--- src/lid_pkg.sv ---
package lid_pkg;

  // channel counts
  localparam int SG_CH = 14;
  localparam int SP_CH = 8;

  // register addresses as carried in frame bits 31..25
  localparam logic [6:0]  ADDR_GND_CMP_ONLY = 7'h13;
  localparam logic [6:0]  ADDR_PROG_THR     = 7'h14;
  localparam logic [6:0]  ADDR_GND_THR      = 7'h15;
  localparam logic [6:0]  ADDR_PROG_POLL    = 7'h16;

  // writable field masks and power-on values
  localparam logic [23:0] MASK_SG   = 24'h003FFF;
  localparam logic [23:0] MASK_SP   = 24'h0000FF;
  localparam logic [23:0] RST_REG   = 24'h000000;
  localparam logic [6:0]  RST_ADDR  = 7'h00;

  // frame layout
  localparam logic [5:0]  FRAME_BITS = 6'h20;
  localparam logic [5:0]  CNT_SAT    = 6'h3F;
  localparam logic [7:0]  REPLY_PAD  = 8'h00;

  // low-power sampling clock
  localparam int          CLK_PERIOD_NS  = 40;
  localparam int          LPM_PERIOD_NS  = 1000;
  localparam int          LPM_TICK_CYC   = (LPM_PERIOD_NS + CLK_PERIOD_NS - 1) / CLK_PERIOD_NS;
  localparam logic [7:0]  LPM_TICK_LAST  = 8'(LPM_TICK_CYC - 1);

  // one spi frame, msb first
  typedef struct packed {
    logic [6:0]  addr;
    logic        wr;
    logic [23:0] data;
  } lid_frame_t;

  // reply word
  typedef struct packed {
    logic [7:0]  pad;
    logic        fault;
    logic        intFlag;
    logic [21:0] regData;
  } lid_reply_t;

  typedef enum logic [1:0] {THR_DELTA, THR_NORMAL, THR_FIXED_4V0} lid_thr_t;
  typedef enum logic [1:0] {POLL_BATT_2MA2, POLL_GND_1MA0, POLL_WETTING, POLL_OFF} lid_poll_t;
  typedef enum logic {SPI_IDLE, SPI_SHIFT} lid_spi_state_t;

  // per-channel low-power controls handed to the analog front end
  typedef struct packed {
    lid_thr_t  [SG_CH-1:0] sgThr;
    lid_thr_t  [SP_CH-1:0] spThr;
    lid_poll_t [SG_CH-1:0] sgPoll;
    lid_poll_t [SP_CH-1:0] spPoll;
    logic      [SG_CH-1:0] sgCompEn;
  } lid_chan_ctl_t;

endpackage : lid_pkg

--- src/lid_sync.sv ---
`timescale 1ns/100ps
module lid_sync #(
  parameter int W = 1
) (
  // clock and reset
  input  wire logic         clk,
  input  wire logic         rstn,
  // asynchronous levels in, synchronised levels out
  input  wire logic [W-1:0] d,
  output logic      [W-1:0] q
);

  logic [W-1:0] meta;

  // two stages; the first is read by the second only
  always_ff @(posedge clk or negedge rstn) begin
    if (!rstn) begin
      meta <= '0;
      q    <= '0;
    end else begin
      meta <= d;
      q    <= meta;
    end
  end

endmodule : lid_sync

--- src/lid_top.sv ---
`timescale 1ns/100ps
// How it works
// comparator-only ground channel: comparator on, no current
// sample each low-power tick, any change wakes
// comparator-only meant for driven 5 V inputs
// programmable ground channel: 0 delta, 1 normal
// programmable battery channel always fixed 4.0 V threshold
// ground channel threshold bit: 0 delta, 1 normal
// host sets current high enough for normal threshold
// poll bit 0: 2.2 mA battery, 1.0 mA ground
// poll bit 1: use programmed wetting current
// frame: address 31..25, write 24, data 23..0
// reply: fault 23, interrupt 22, data 21..0
// no wake enabled: polling timer stopped
// unused data bits ignored, always read zero
module lid_top
  import lid_pkg::*;
(
  // clock and reset
  input  wire logic                 clk,
  input  wire logic                 rstn,
  // spi pins
  input  wire logic                 sclk,
  input  wire logic                 csN,
  input  wire logic                 mosi,
  output logic                      miso,
  output logic                      misoEnN,
  // device status feeding the reply word
  input  wire logic                 faultIn,
  input  wire logic                 intFlagIn,
  // low-power context from the rest of the device
  input  wire logic                 lowPower,
  input  wire logic [SP_CH-1:0]     spIsBattery,
  input  wire logic [SG_CH-1:0]     wakeEnSg,
  input  wire logic [SP_CH-1:0]     wakeEnSp,
  // comparator levels from the ground inputs
  input  wire logic [SG_CH-1:0]     sgCompLevel,
  // controls and events out
  output lid_chan_ctl_t             chanCtl,
  output logic                      pollTimerRun,
  output logic                      wakeEvent
);

  logic [2:0]       pinSync;
  logic             sclkS;
  logic             csNS;
  logic             mosiS;
  logic [SG_CH-1:0] sgLvl;

  // every pin and comparator level crosses two flops first;
  // select goes through inverted so the cleared sync flops read as deselected
  lid_sync #(.W(3)) uPinSync (
    .clk  (clk),
    .rstn (rstn),
    .d    ({sclk, ~csN, mosi}),
    .q    (pinSync)
  );

  lid_sync #(.W(SG_CH)) uCmpSync (
    .clk  (clk),
    .rstn (rstn),
    .d    (sgCompLevel),
    .q    (sgLvl)
  );

  assign sclkS = pinSync[2];
  assign csNS  = ~pinSync[1]; // idle high from reset, no false select edge
  assign mosiS = pinSync[0];

  // ---------------- spi slave ----------------
  lid_spi_state_t state;
  lid_spi_state_t next_state;
  logic           sclkD;
  logic           csND;
  logic [5:0]     bitCnt;
  logic [5:0]     next_bitCnt;
  logic [31:0]    rxShift;
  logic [31:0]    next_rxShift;
  logic [31:0]    txShift;
  logic [31:0]    next_txShift;
  logic [6:0]     lastAddr;
  logic [6:0]     next_lastAddr;
  logic [23:0]    regCmpOnly;
  logic [23:0]    regProgThr;
  logic [23:0]    regGndThr;
  logic [23:0]    regProgPoll;
  logic [23:0]    next_regCmpOnly;
  logic [23:0]    next_regProgThr;
  logic [23:0]    next_regGndThr;
  logic [23:0]    next_regProgPoll;
  logic           sclkRise;
  logic           sclkFall;
  logic           csFall;
  logic           csRise;
  logic           commit;
  lid_frame_t     frame;
  lid_reply_t     reply;
  logic [23:0]    rdData;

  assign sclkRise = sclkS & ~sclkD;
  assign sclkFall = ~sclkS & sclkD;
  assign csFall   = ~csNS & csND;
  assign csRise   = csNS & ~csND;
  assign frame    = lid_frame_t'(rxShift);
  // a short or long frame is dropped whole, so a glitch never half-writes
  assign commit   = csRise && (state == SPI_SHIFT) && (bitCnt == FRAME_BITS);

  // read mux; unmapped addresses answer zero
  always_comb begin
    unique case (lastAddr)
      ADDR_GND_CMP_ONLY: rdData = regCmpOnly & MASK_SG;
      ADDR_PROG_THR:     rdData = regProgThr & MASK_SP;
      ADDR_GND_THR:      rdData = regGndThr & MASK_SG;
      ADDR_PROG_POLL:    rdData = regProgPoll & MASK_SP;
      default:           rdData = RST_REG;
    endcase
  end

  // reply answers the address of the last full 32-bit frame
  assign reply = '{pad: REPLY_PAD, fault: faultIn, intFlag: intFlagIn,
                   regData: rdData[21:0]};

  // frame sequencing and shift registers
  always_comb begin
    next_state    = state;
    next_bitCnt   = bitCnt;
    next_rxShift  = rxShift;
    next_txShift  = txShift;
    next_lastAddr = lastAddr;
    unique case (state)
      SPI_IDLE: begin
        if (csFall) begin
          next_state   = SPI_SHIFT;
          next_bitCnt  = '0;
          next_txShift = reply;
        end
      end
      SPI_SHIFT: begin
        if (csRise) begin
          next_state = SPI_IDLE;
          if (commit) begin
            next_lastAddr = frame.addr;
          end
        end else if (sclkRise) begin
          next_rxShift = {rxShift[30:0], mosiS};
          if (bitCnt != CNT_SAT) begin
            next_bitCnt = bitCnt + 6'h01;
          end
        end else if (sclkFall) begin
          next_txShift = {txShift[30:0], 1'b0};
        end
      end
    endcase
  end

  // register writes; only the defined channel bits are kept
  always_comb begin
    next_regCmpOnly  = regCmpOnly;
    next_regProgThr  = regProgThr;
    next_regGndThr   = regGndThr;
    next_regProgPoll = regProgPoll;
    if (commit && frame.wr) begin
      unique case (frame.addr)
        ADDR_GND_CMP_ONLY: next_regCmpOnly  = frame.data & MASK_SG;
        ADDR_PROG_THR:     next_regProgThr  = frame.data & MASK_SP;
        ADDR_GND_THR:      next_regGndThr   = frame.data & MASK_SG;
        ADDR_PROG_POLL:    next_regProgPoll = frame.data & MASK_SP;
        default:           next_regCmpOnly  = regCmpOnly;
      endcase
    end
  end

  always_ff @(posedge clk or negedge rstn) begin
    if (!rstn) begin
      state       <= SPI_IDLE;
      sclkD       <= 1'b0;
      csND        <= 1'b1;
      bitCnt      <= '0;
      rxShift     <= '0;
      txShift     <= '0;
      lastAddr    <= RST_ADDR;
      regCmpOnly  <= RST_REG;
      regProgThr  <= RST_REG;
      regGndThr   <= RST_REG;
      regProgPoll <= RST_REG;
    end else begin
      state       <= next_state;
      sclkD       <= sclkS;
      csND        <= csNS;
      bitCnt      <= next_bitCnt;
      rxShift     <= next_rxShift;
      txShift     <= next_txShift;
      lastAddr    <= next_lastAddr;
      regCmpOnly  <= next_regCmpOnly;
      regProgThr  <= next_regProgThr;
      regGndThr   <= next_regGndThr;
      regProgPoll <= next_regProgPoll;
    end
  end

  assign miso    = txShift[31];
  assign misoEnN = (state == SPI_IDLE); // released between frames

  // ---------------- low-power sampling ----------------
  logic [7:0]       lpmCnt;
  logic [7:0]       next_lpmCnt;
  logic             lpmTick;
  logic [SG_CH-1:0] sgLast;
  logic [SG_CH-1:0] next_sgLast;
  logic             next_wakeEvent;
  logic             next_pollTimerRun;
  lid_chan_ctl_t    next_chanCtl;

  assign lpmTick = (lpmCnt == LPM_TICK_LAST);

  // divider and change detection; resolution is one tick by design
  always_comb begin
    next_lpmCnt       = lpmTick ? 8'h00 : lpmCnt + 8'h01;
    next_sgLast       = lpmTick ? sgLvl : sgLast;
    next_wakeEvent    = lpmTick && lowPower &&
                        (|(regCmpOnly[SG_CH-1:0] & (sgLvl ^ sgLast)));
    next_pollTimerRun = lowPower && ((|wakeEnSg) || (|wakeEnSp));
  end

  // per-channel controls for the front end
  always_comb begin
    next_chanCtl = '0;
    for (int i = 0; i < SG_CH; i++) begin
      next_chanCtl.sgCompEn[i] = regCmpOnly[i];
      next_chanCtl.sgPoll[i]   = regCmpOnly[i] ? POLL_OFF : POLL_GND_1MA0;
      next_chanCtl.sgThr[i]    = regGndThr[i] ? THR_NORMAL : THR_DELTA;
    end
    for (int i = 0; i < SP_CH; i++) begin
      if (spIsBattery[i]) begin
        next_chanCtl.spThr[i] = THR_FIXED_4V0;
      end else begin
        next_chanCtl.spThr[i] = regProgThr[i] ? THR_NORMAL : THR_DELTA;
      end
      if (regProgPoll[i]) begin
        next_chanCtl.spPoll[i] = POLL_WETTING;
      end else begin
        next_chanCtl.spPoll[i] = spIsBattery[i] ? POLL_BATT_2MA2 : POLL_GND_1MA0;
      end
    end
  end

  always_ff @(posedge clk or negedge rstn) begin
    if (!rstn) begin
      lpmCnt       <= '0;
      sgLast       <= '0;
      wakeEvent    <= 1'b0;
      pollTimerRun <= 1'b0;
      chanCtl      <= '0;
    end else begin
      lpmCnt       <= next_lpmCnt;
      sgLast       <= next_sgLast;
      wakeEvent    <= next_wakeEvent;
      pollTimerRun <= next_pollTimerRun;
      chanCtl      <= next_chanCtl;
    end
  end
endmodule : lid_top

--- config.mk ---
export PLATFORM = sky130hd
export DESIGN_NAME = lid_top
export DESIGN_NICKNAME = d
export VERILOG_FILES = /design/src/lid_pkg.sv /design/src/lid_sync.sv /design/src/lid_top.sv
export SDC_FILE = /design/constraint.sdc
export NUM_CORES = 1
export LEC_CHECK = 0
export BUFFER_PORTS_ARGS = -buffer_cell sky130_fd_sc_hd__buf_2
export CAP_MARGIN = 20
export CORE_MARGIN = 5
export CORE_UTILIZATION = 60
export CTS_CLUSTER_DIAMETER = 120
export DETAILED_ROUTE_END_ITERATION = 8
export PLACE_DENSITY = 0.84
export SLEW_MARGIN = 25
export SYNTH_ARGS = -nofsm -noshare
export SYNTH_HDL_FRONTEND = slang
export SYNTH_SLANG_ARGS = --single-unit
--- constraint.sdc ---
create_clock -name clk -period 3.1 [get_ports clk]
set_input_delay 0.155 -clock clk [delete_from_list [all_inputs] [get_ports clk]]
set_output_delay 0.155 -clock clk [all_outputs]
set_load 0.01 [all_outputs]
# == Word-level counts from Yosys, hierarchy flattened ==
# Cells that the tools add are included.
# totals
regBits,270
in_bits,52
output_inout_bits,106
# classes
n_addsub,2
eq_ne,17
n_mux,75
bitwise_logic,13
n_reduce_logical,18
# ops
op,count
32-bit two-way mux,4
32-bit case mux with 2 select lines,1
2-bit two-way mux,30
"7-bit by 5-bit == test with 1-bit output, second input constant",8
14-bit case mux with 4 select lines,1
1-bit two-way mux,32
14-bit OR reduction,2
6-bit two-way mux,4
14-bit AND,1
14-bit bitwise XOR,1
6-bit case mux with 2 select lines,1
"8-bit by 1-bit adder with 8-bit output, second input constant",1
"8-bit by 5-bit == test with 1-bit output, second input constant",1
8-bit two-way mux,1
"2-bit by 1-bit inequality test with 1-bit output, second input constant",4
2-bit AND reduction,4
4-bit AND reduction,2
8-bit OR reduction,1
1-bit NOT,7
"6-bit by 1-bit adder with 6-bit output, second input constant",1
"6-bit == test, second input constant",1
1-bit logical AND,6
"6-bit inequality test, second input constant",1
3-bit AND reduction,2
other kinds (4),8

# == Longest topological paths before layout ==
# logic_depth
ltp_word,6
depth_mapped,7
ltp_nobuf,6

# == Modules after synthesis ==
# From an unflattened synthesis, not the netlist that was laid out.
# hier_totals
cells_unflattened,679
area_unflattened_um2,9296.4
# by_module_without_submodules
module,instances,cells_each,area_per_inst_um2,seq_area_each_um2
lid_top,1,645,8445.6,5231.3
lid_sync (uCmpSync),1,28,700.7,700.7
lid_sync (uPinSync),1,6,150.1,150.1

# == Least setup slack after synthesis ==
# OpenSTA, ideal clock, no wires.
# synth_path
path_kind,reg-to-reg
from,register bitCnt[0]
to,register regCmpOnly[10]
setup_time_ps,125
arrival_ps,1726
t_required_ps,2975
setup_slack_ps,1249
path_stages_with_launch,8
n_path_buf,1
period_less_slack_ps,1851
cell_sequence,dfrtp_1 > inv_1 > ha_1 > and4bb_2 > nand3_1 > nor3_4 > buf_6 > mux2_2
# synth_via
elab_chain_len,4
# synth_rtl
element,line_no,source
"start, declared",lid_top.sv:75,logic [5:0] bitCnt;
"start signal, assigned",lid_top.sv:190,bitCnt <= next_bitCnt;
6-bit == test,lid_top.sv:106,assign commit = csRise && (state == SPI_SHIFT) && (bitCnt == FRAME_BITS);
1-bit logical AND,lid_top.sv:106,
1-bit logical AND,lid_top.sv:162,if (commit && frame.wr) begin
2-bit AND reduction (no source line),--,
"end signal, assigned",lid_top.sv:194,regCmpOnly <= next_regCmpOnly;
"end, declared",lid_top.sv:83,logic [23:0] regCmpOnly;
# No other way between the ends.
# A chain may end at the register's enable or synchronous reset.

# == Worst setup path in the final report ==
# layout_path
from,register bitCnt[2]
to,register regGndThr[13]
# layout_via
elab_chain_len,4
# layout_rtl
element,line_no,source
6-bit == test,lid_top.sv:106,
1-bit logical AND,lid_top.sv:106,
1-bit logical AND,lid_top.sv:162,
2-bit AND reduction (no source line),--,
"end signal, assigned",lid_top.sv:196,regGndThr <= next_regGndThr;
"end, declared",lid_top.sv:85,logic [23:0] regGndThr;
# No other way between the ends.

==> summary.md <==
| Metric | Value |
|---|---|
| Worst slew margin | 43.2% |
| Crit path capture type | register |
| CP Class | register to register |
| Max FO, Critical Path | 14 |
| Skew final | 0.0104 ns |
| Synth Warn # | 0 |
| # IOs | 158 |
| RSZ-0062 raised after global routing | false |
| H-Tree Depth | 1 |
| Synth cell types | 47 |
| Tightest Pin Transition | 0.852 ns |
| Initial antenna violation count | 0 |
| GRT Overall Usage | 22.0% |
| Root Driver | clkbuf_16 |
| Hold-fix buffers, CTS | 31 |
| CP Launch Type | register |
| Clk buf depth | 3 |
| Worst VDD drop | 0.520 mV |
| Mapped Cells | 677 |
| Max_cap viols | 0 |
| Layout Cells excl Fill | 1,040 |
| Clock Pin Slew Worst Setup and Hold Paths | 0.06 ns |
| Layout area overhead | 19.8% |
| PostCTS Resize Cnt | 0 |
| Commonest cells after routing, fill and taps aside | dfrtp_1, buf_2, mux2_2 |
| Seq cells post-synth | 243 |
| Predominant post-synthesis flop cell | dfrtp_1 |
| Leakage | 0.00565 uW |
| WP data required | 3.49 ns |
| Placed insts | 965 |
| Die Footprint | 18,000 sq um |
| First-pass detailed-route iteration total | 8 |
| Count of pins over their slew limit | 0 |
| Core Box Area | 15,200 sq um |
| Post-Route WL | 19,500 um |
| Syn_area_per_cell | 13.7 sq um |
| Ant. Diodes | 0 |
| Final Cycle Share | 74.7% |
| Wire length per cell | 18.8 um |
| Fraction of layout cells with a size suffix above 1 | 35.7% |
| FP Rows | 45 |
| Critical Path AT | 2.71 ns |
| Via Count | 5,802 |
| Register area share after synthesis | 65.6% |
| Chip Width | 134 um |
| Power density cells | 627 nW/um^2 |
| Internal | 5380 uW |
| Initial Util | 61.0% |
| Drt drc | 0 |
| IO buf count | 143 |
| Total negative slack | 0 ns |
| CTS tree | done |
| Layout Nets | 891 |
| Type of the worst min-delay path | input port to async pin |
| TritonCTS Sinks | 243 |
| Post-route ant nets | 0 |
| Outcome | finished clean |
| Net Sw Frac | 22.8% |
| First-pass GRT wire length | 32,000 um |
| Post-synth ARST share | 100% |
| Power share of the clock group | 42.8% |
| Die Y | 134 um |
| Largest net degree at the start of global routing | 110 |
| Post-DR vias/cell | 5.58 |
| Period minus WS final | 2.32 ns |
| RePlAce Congestion | 0.802 |
| Psw | 1590 uW |
| Setup bufs post-CTS | 0 |
| EDFF count, synth | 0 |
| Detailed Place HPWL | 12,600 um |
| Fmax | 0.432 GHz |
| Number of global-route vias before repair | 6,167 |
| Initial drt markers | 333 |
| Sequential Power Share | 50.6% |
| Endpoints failing setup | 0 |
| Core Util, Final | 73.0% |
| Synthesized area | 9270 sq um |
| Most common cell after layout, fill and taps aside | dfrtp_1 |
| Worst skew pair latency | 0.51 ns |
| Number of CTS-inserted buffers | 25 |
| Hold Fails Final Rpt | 0 |
| GR Overflow Total | 0 |
| Comb power frac | 6.6% |
==> flip-flops by register name, summed over array words and instances, names as in the netlist <==
register	cells
chanCtl	61
frame	32
txShift	32
regCmpOnly	14
regGndThr	14
sgLast	14
uCmpSync.meta	14
uCmpSync.q	14
lpmCnt	8
regProgPoll	8
regProgThr	8
lastAddr	7
bitCnt	6
uPinSync.meta	3
uPinSync.q	3
csND	1
pollTimerRun	1
sclkD	1
state	1
wakeEvent	1
==> routing by layer <==
metal / track usage [%] / part of all wire [%] / vias to the layer above / wire, um
li1: - / - / 2620 / -
met1: 28.4 / 40 / 2933 / 7770
met2: 38.2 / 52 / 208 / 10200
met3: 4.43 / 6.1 / 41 / 1190
met4: 6.00 / 2.0 / 0 / 400
met5: 0 / 0 / - / 0
==> logic make-up after synthesis <==
kind of cell / share of synthesized area [%]
AO/OA/AOI/OAI: 5.54
XOR/XNOR: 1.98
adder cells (fa/ha/maj): 0.540
buffers and inverters: 4.95
flip-flops: 65.6
multiplexers: 13.0
other: 0.0810
AND/OR/NAND/NOR: 8.24
==> critical path, cell delays in order (launching register included) <==
cell and delay, ns:
dfrtp_1 0.42, nor4b_2 0.47, nand3b_1 0.24, nor3_4 0.65
mux2_2 0.42
==> cells in the mapped netlist, types with 2 or more instances <==
cell,number,area [sq um]
buf_4,41,308
nor3_1,2,10.0
conb_1,2,7.51
and3_1,3,18.8
and4bb_2,3,37.5
o21ai_0,16,80.1
a22oi_1,27,203
xnor2_1,3,26.3
or4_1,2,15.0
nor2b_1,10,62.6
nor3b_1,2,15.0
mux2i_1,6,60.1
nand2b_1,2,12.5
nand4_1,2,12.5
nor3_4,2,32.5
nand3_1,24,120
mux2_2,102,1150
nor2_1,22,82.6
nor4_1,5,31.3
nor2_2,2,12.5
clkbuf_1,14,52.6
ha_1,4,50.1
nand3b_1,3,22.5
xor2_1,18,158
nand2_1,56,210
buf_6,2,22.5
o22ai_1,7,43.8
inv_1,10,37.5
buf_2,7,35.0
a21oi_1,13,65.1
o31ai_1,2,15.0
dfrtp_1,242,6060
a22o_1,7,61.3
==> path summary, 6_finish.rpt <==
| kind | start | end | slack, ns | cells past startpoint |
|---|---|---|---|---|
| worst min register to register | uCmpSync.meta[5]$_DFF_PN0_ | uCmpSync.q[5]$_DFF_PN0_ | 0.35 | 0 |
| worst max register to register | bitCnt[2]$_DFFE_PN0P_ | regGndThr[13]$_DFFE_PN0P_ | 0.78 | 4 |
| worst max-delay path | bitCnt[2]$_DFFE_PN0P_ | regGndThr[13]$_DFFE_PN0P_ | 0.78 | 4 |
| max in group asynchronous | rstn | lpmCnt[1]$_DFF_PN0_ | 1.99 | 3 |
| min in group clk | sgCompLevel[1] | uCmpSync.meta[1]$_DFF_PN0_ | 0.28 | 2 |
| worst min-delay path | rstn | regProgPoll[3]$_DFFE_PN0P_ | 0.26 | 2 |
==> power groups by stage <==
stage / combinational (uW) / sequential (uW) / clock (uW)
after CTS: 460 / 3520 / 3020
final: 457 / 3530 / 2980
after floorplan: 264 / 3520 / 0
after global placement: 396 / 3560 / 0
after global routing: 511 / 3550 / 3170
after detailed placement: 422 / 3570 / 0
==> metrics by stage <==
| step | power (uW) | hold WS [ns] | cell area [sq um] | setup slack (ns) |
|---|---|---|---|---|
| floorplan | 3780 | -0.141 | 9320 | 1.25 |
| finish | 6970 | 0.259 | 11100 | 0.783 |
| CTS | 7000 | 0.270 | 11100 | 0.570 |
| detailed placement | 3990 | 0.264 | 9960 | 0.662 |
| global placement | 3950 | 0.254 | 9960 | 0.764 |
| global route | 7230 | 0.271 | 11100 | 0.643 |
==> layout make-up <==
class	count	area, sq um
sequential	243	6080
fill	946	4100
multi-input combinational	372	2790
timing repair buffer	183	1130
clock buffer	39	748
tap	188	235
clock inverter	5	78.8
inverter	10	37.5
(Power assumes the default switching activity.)
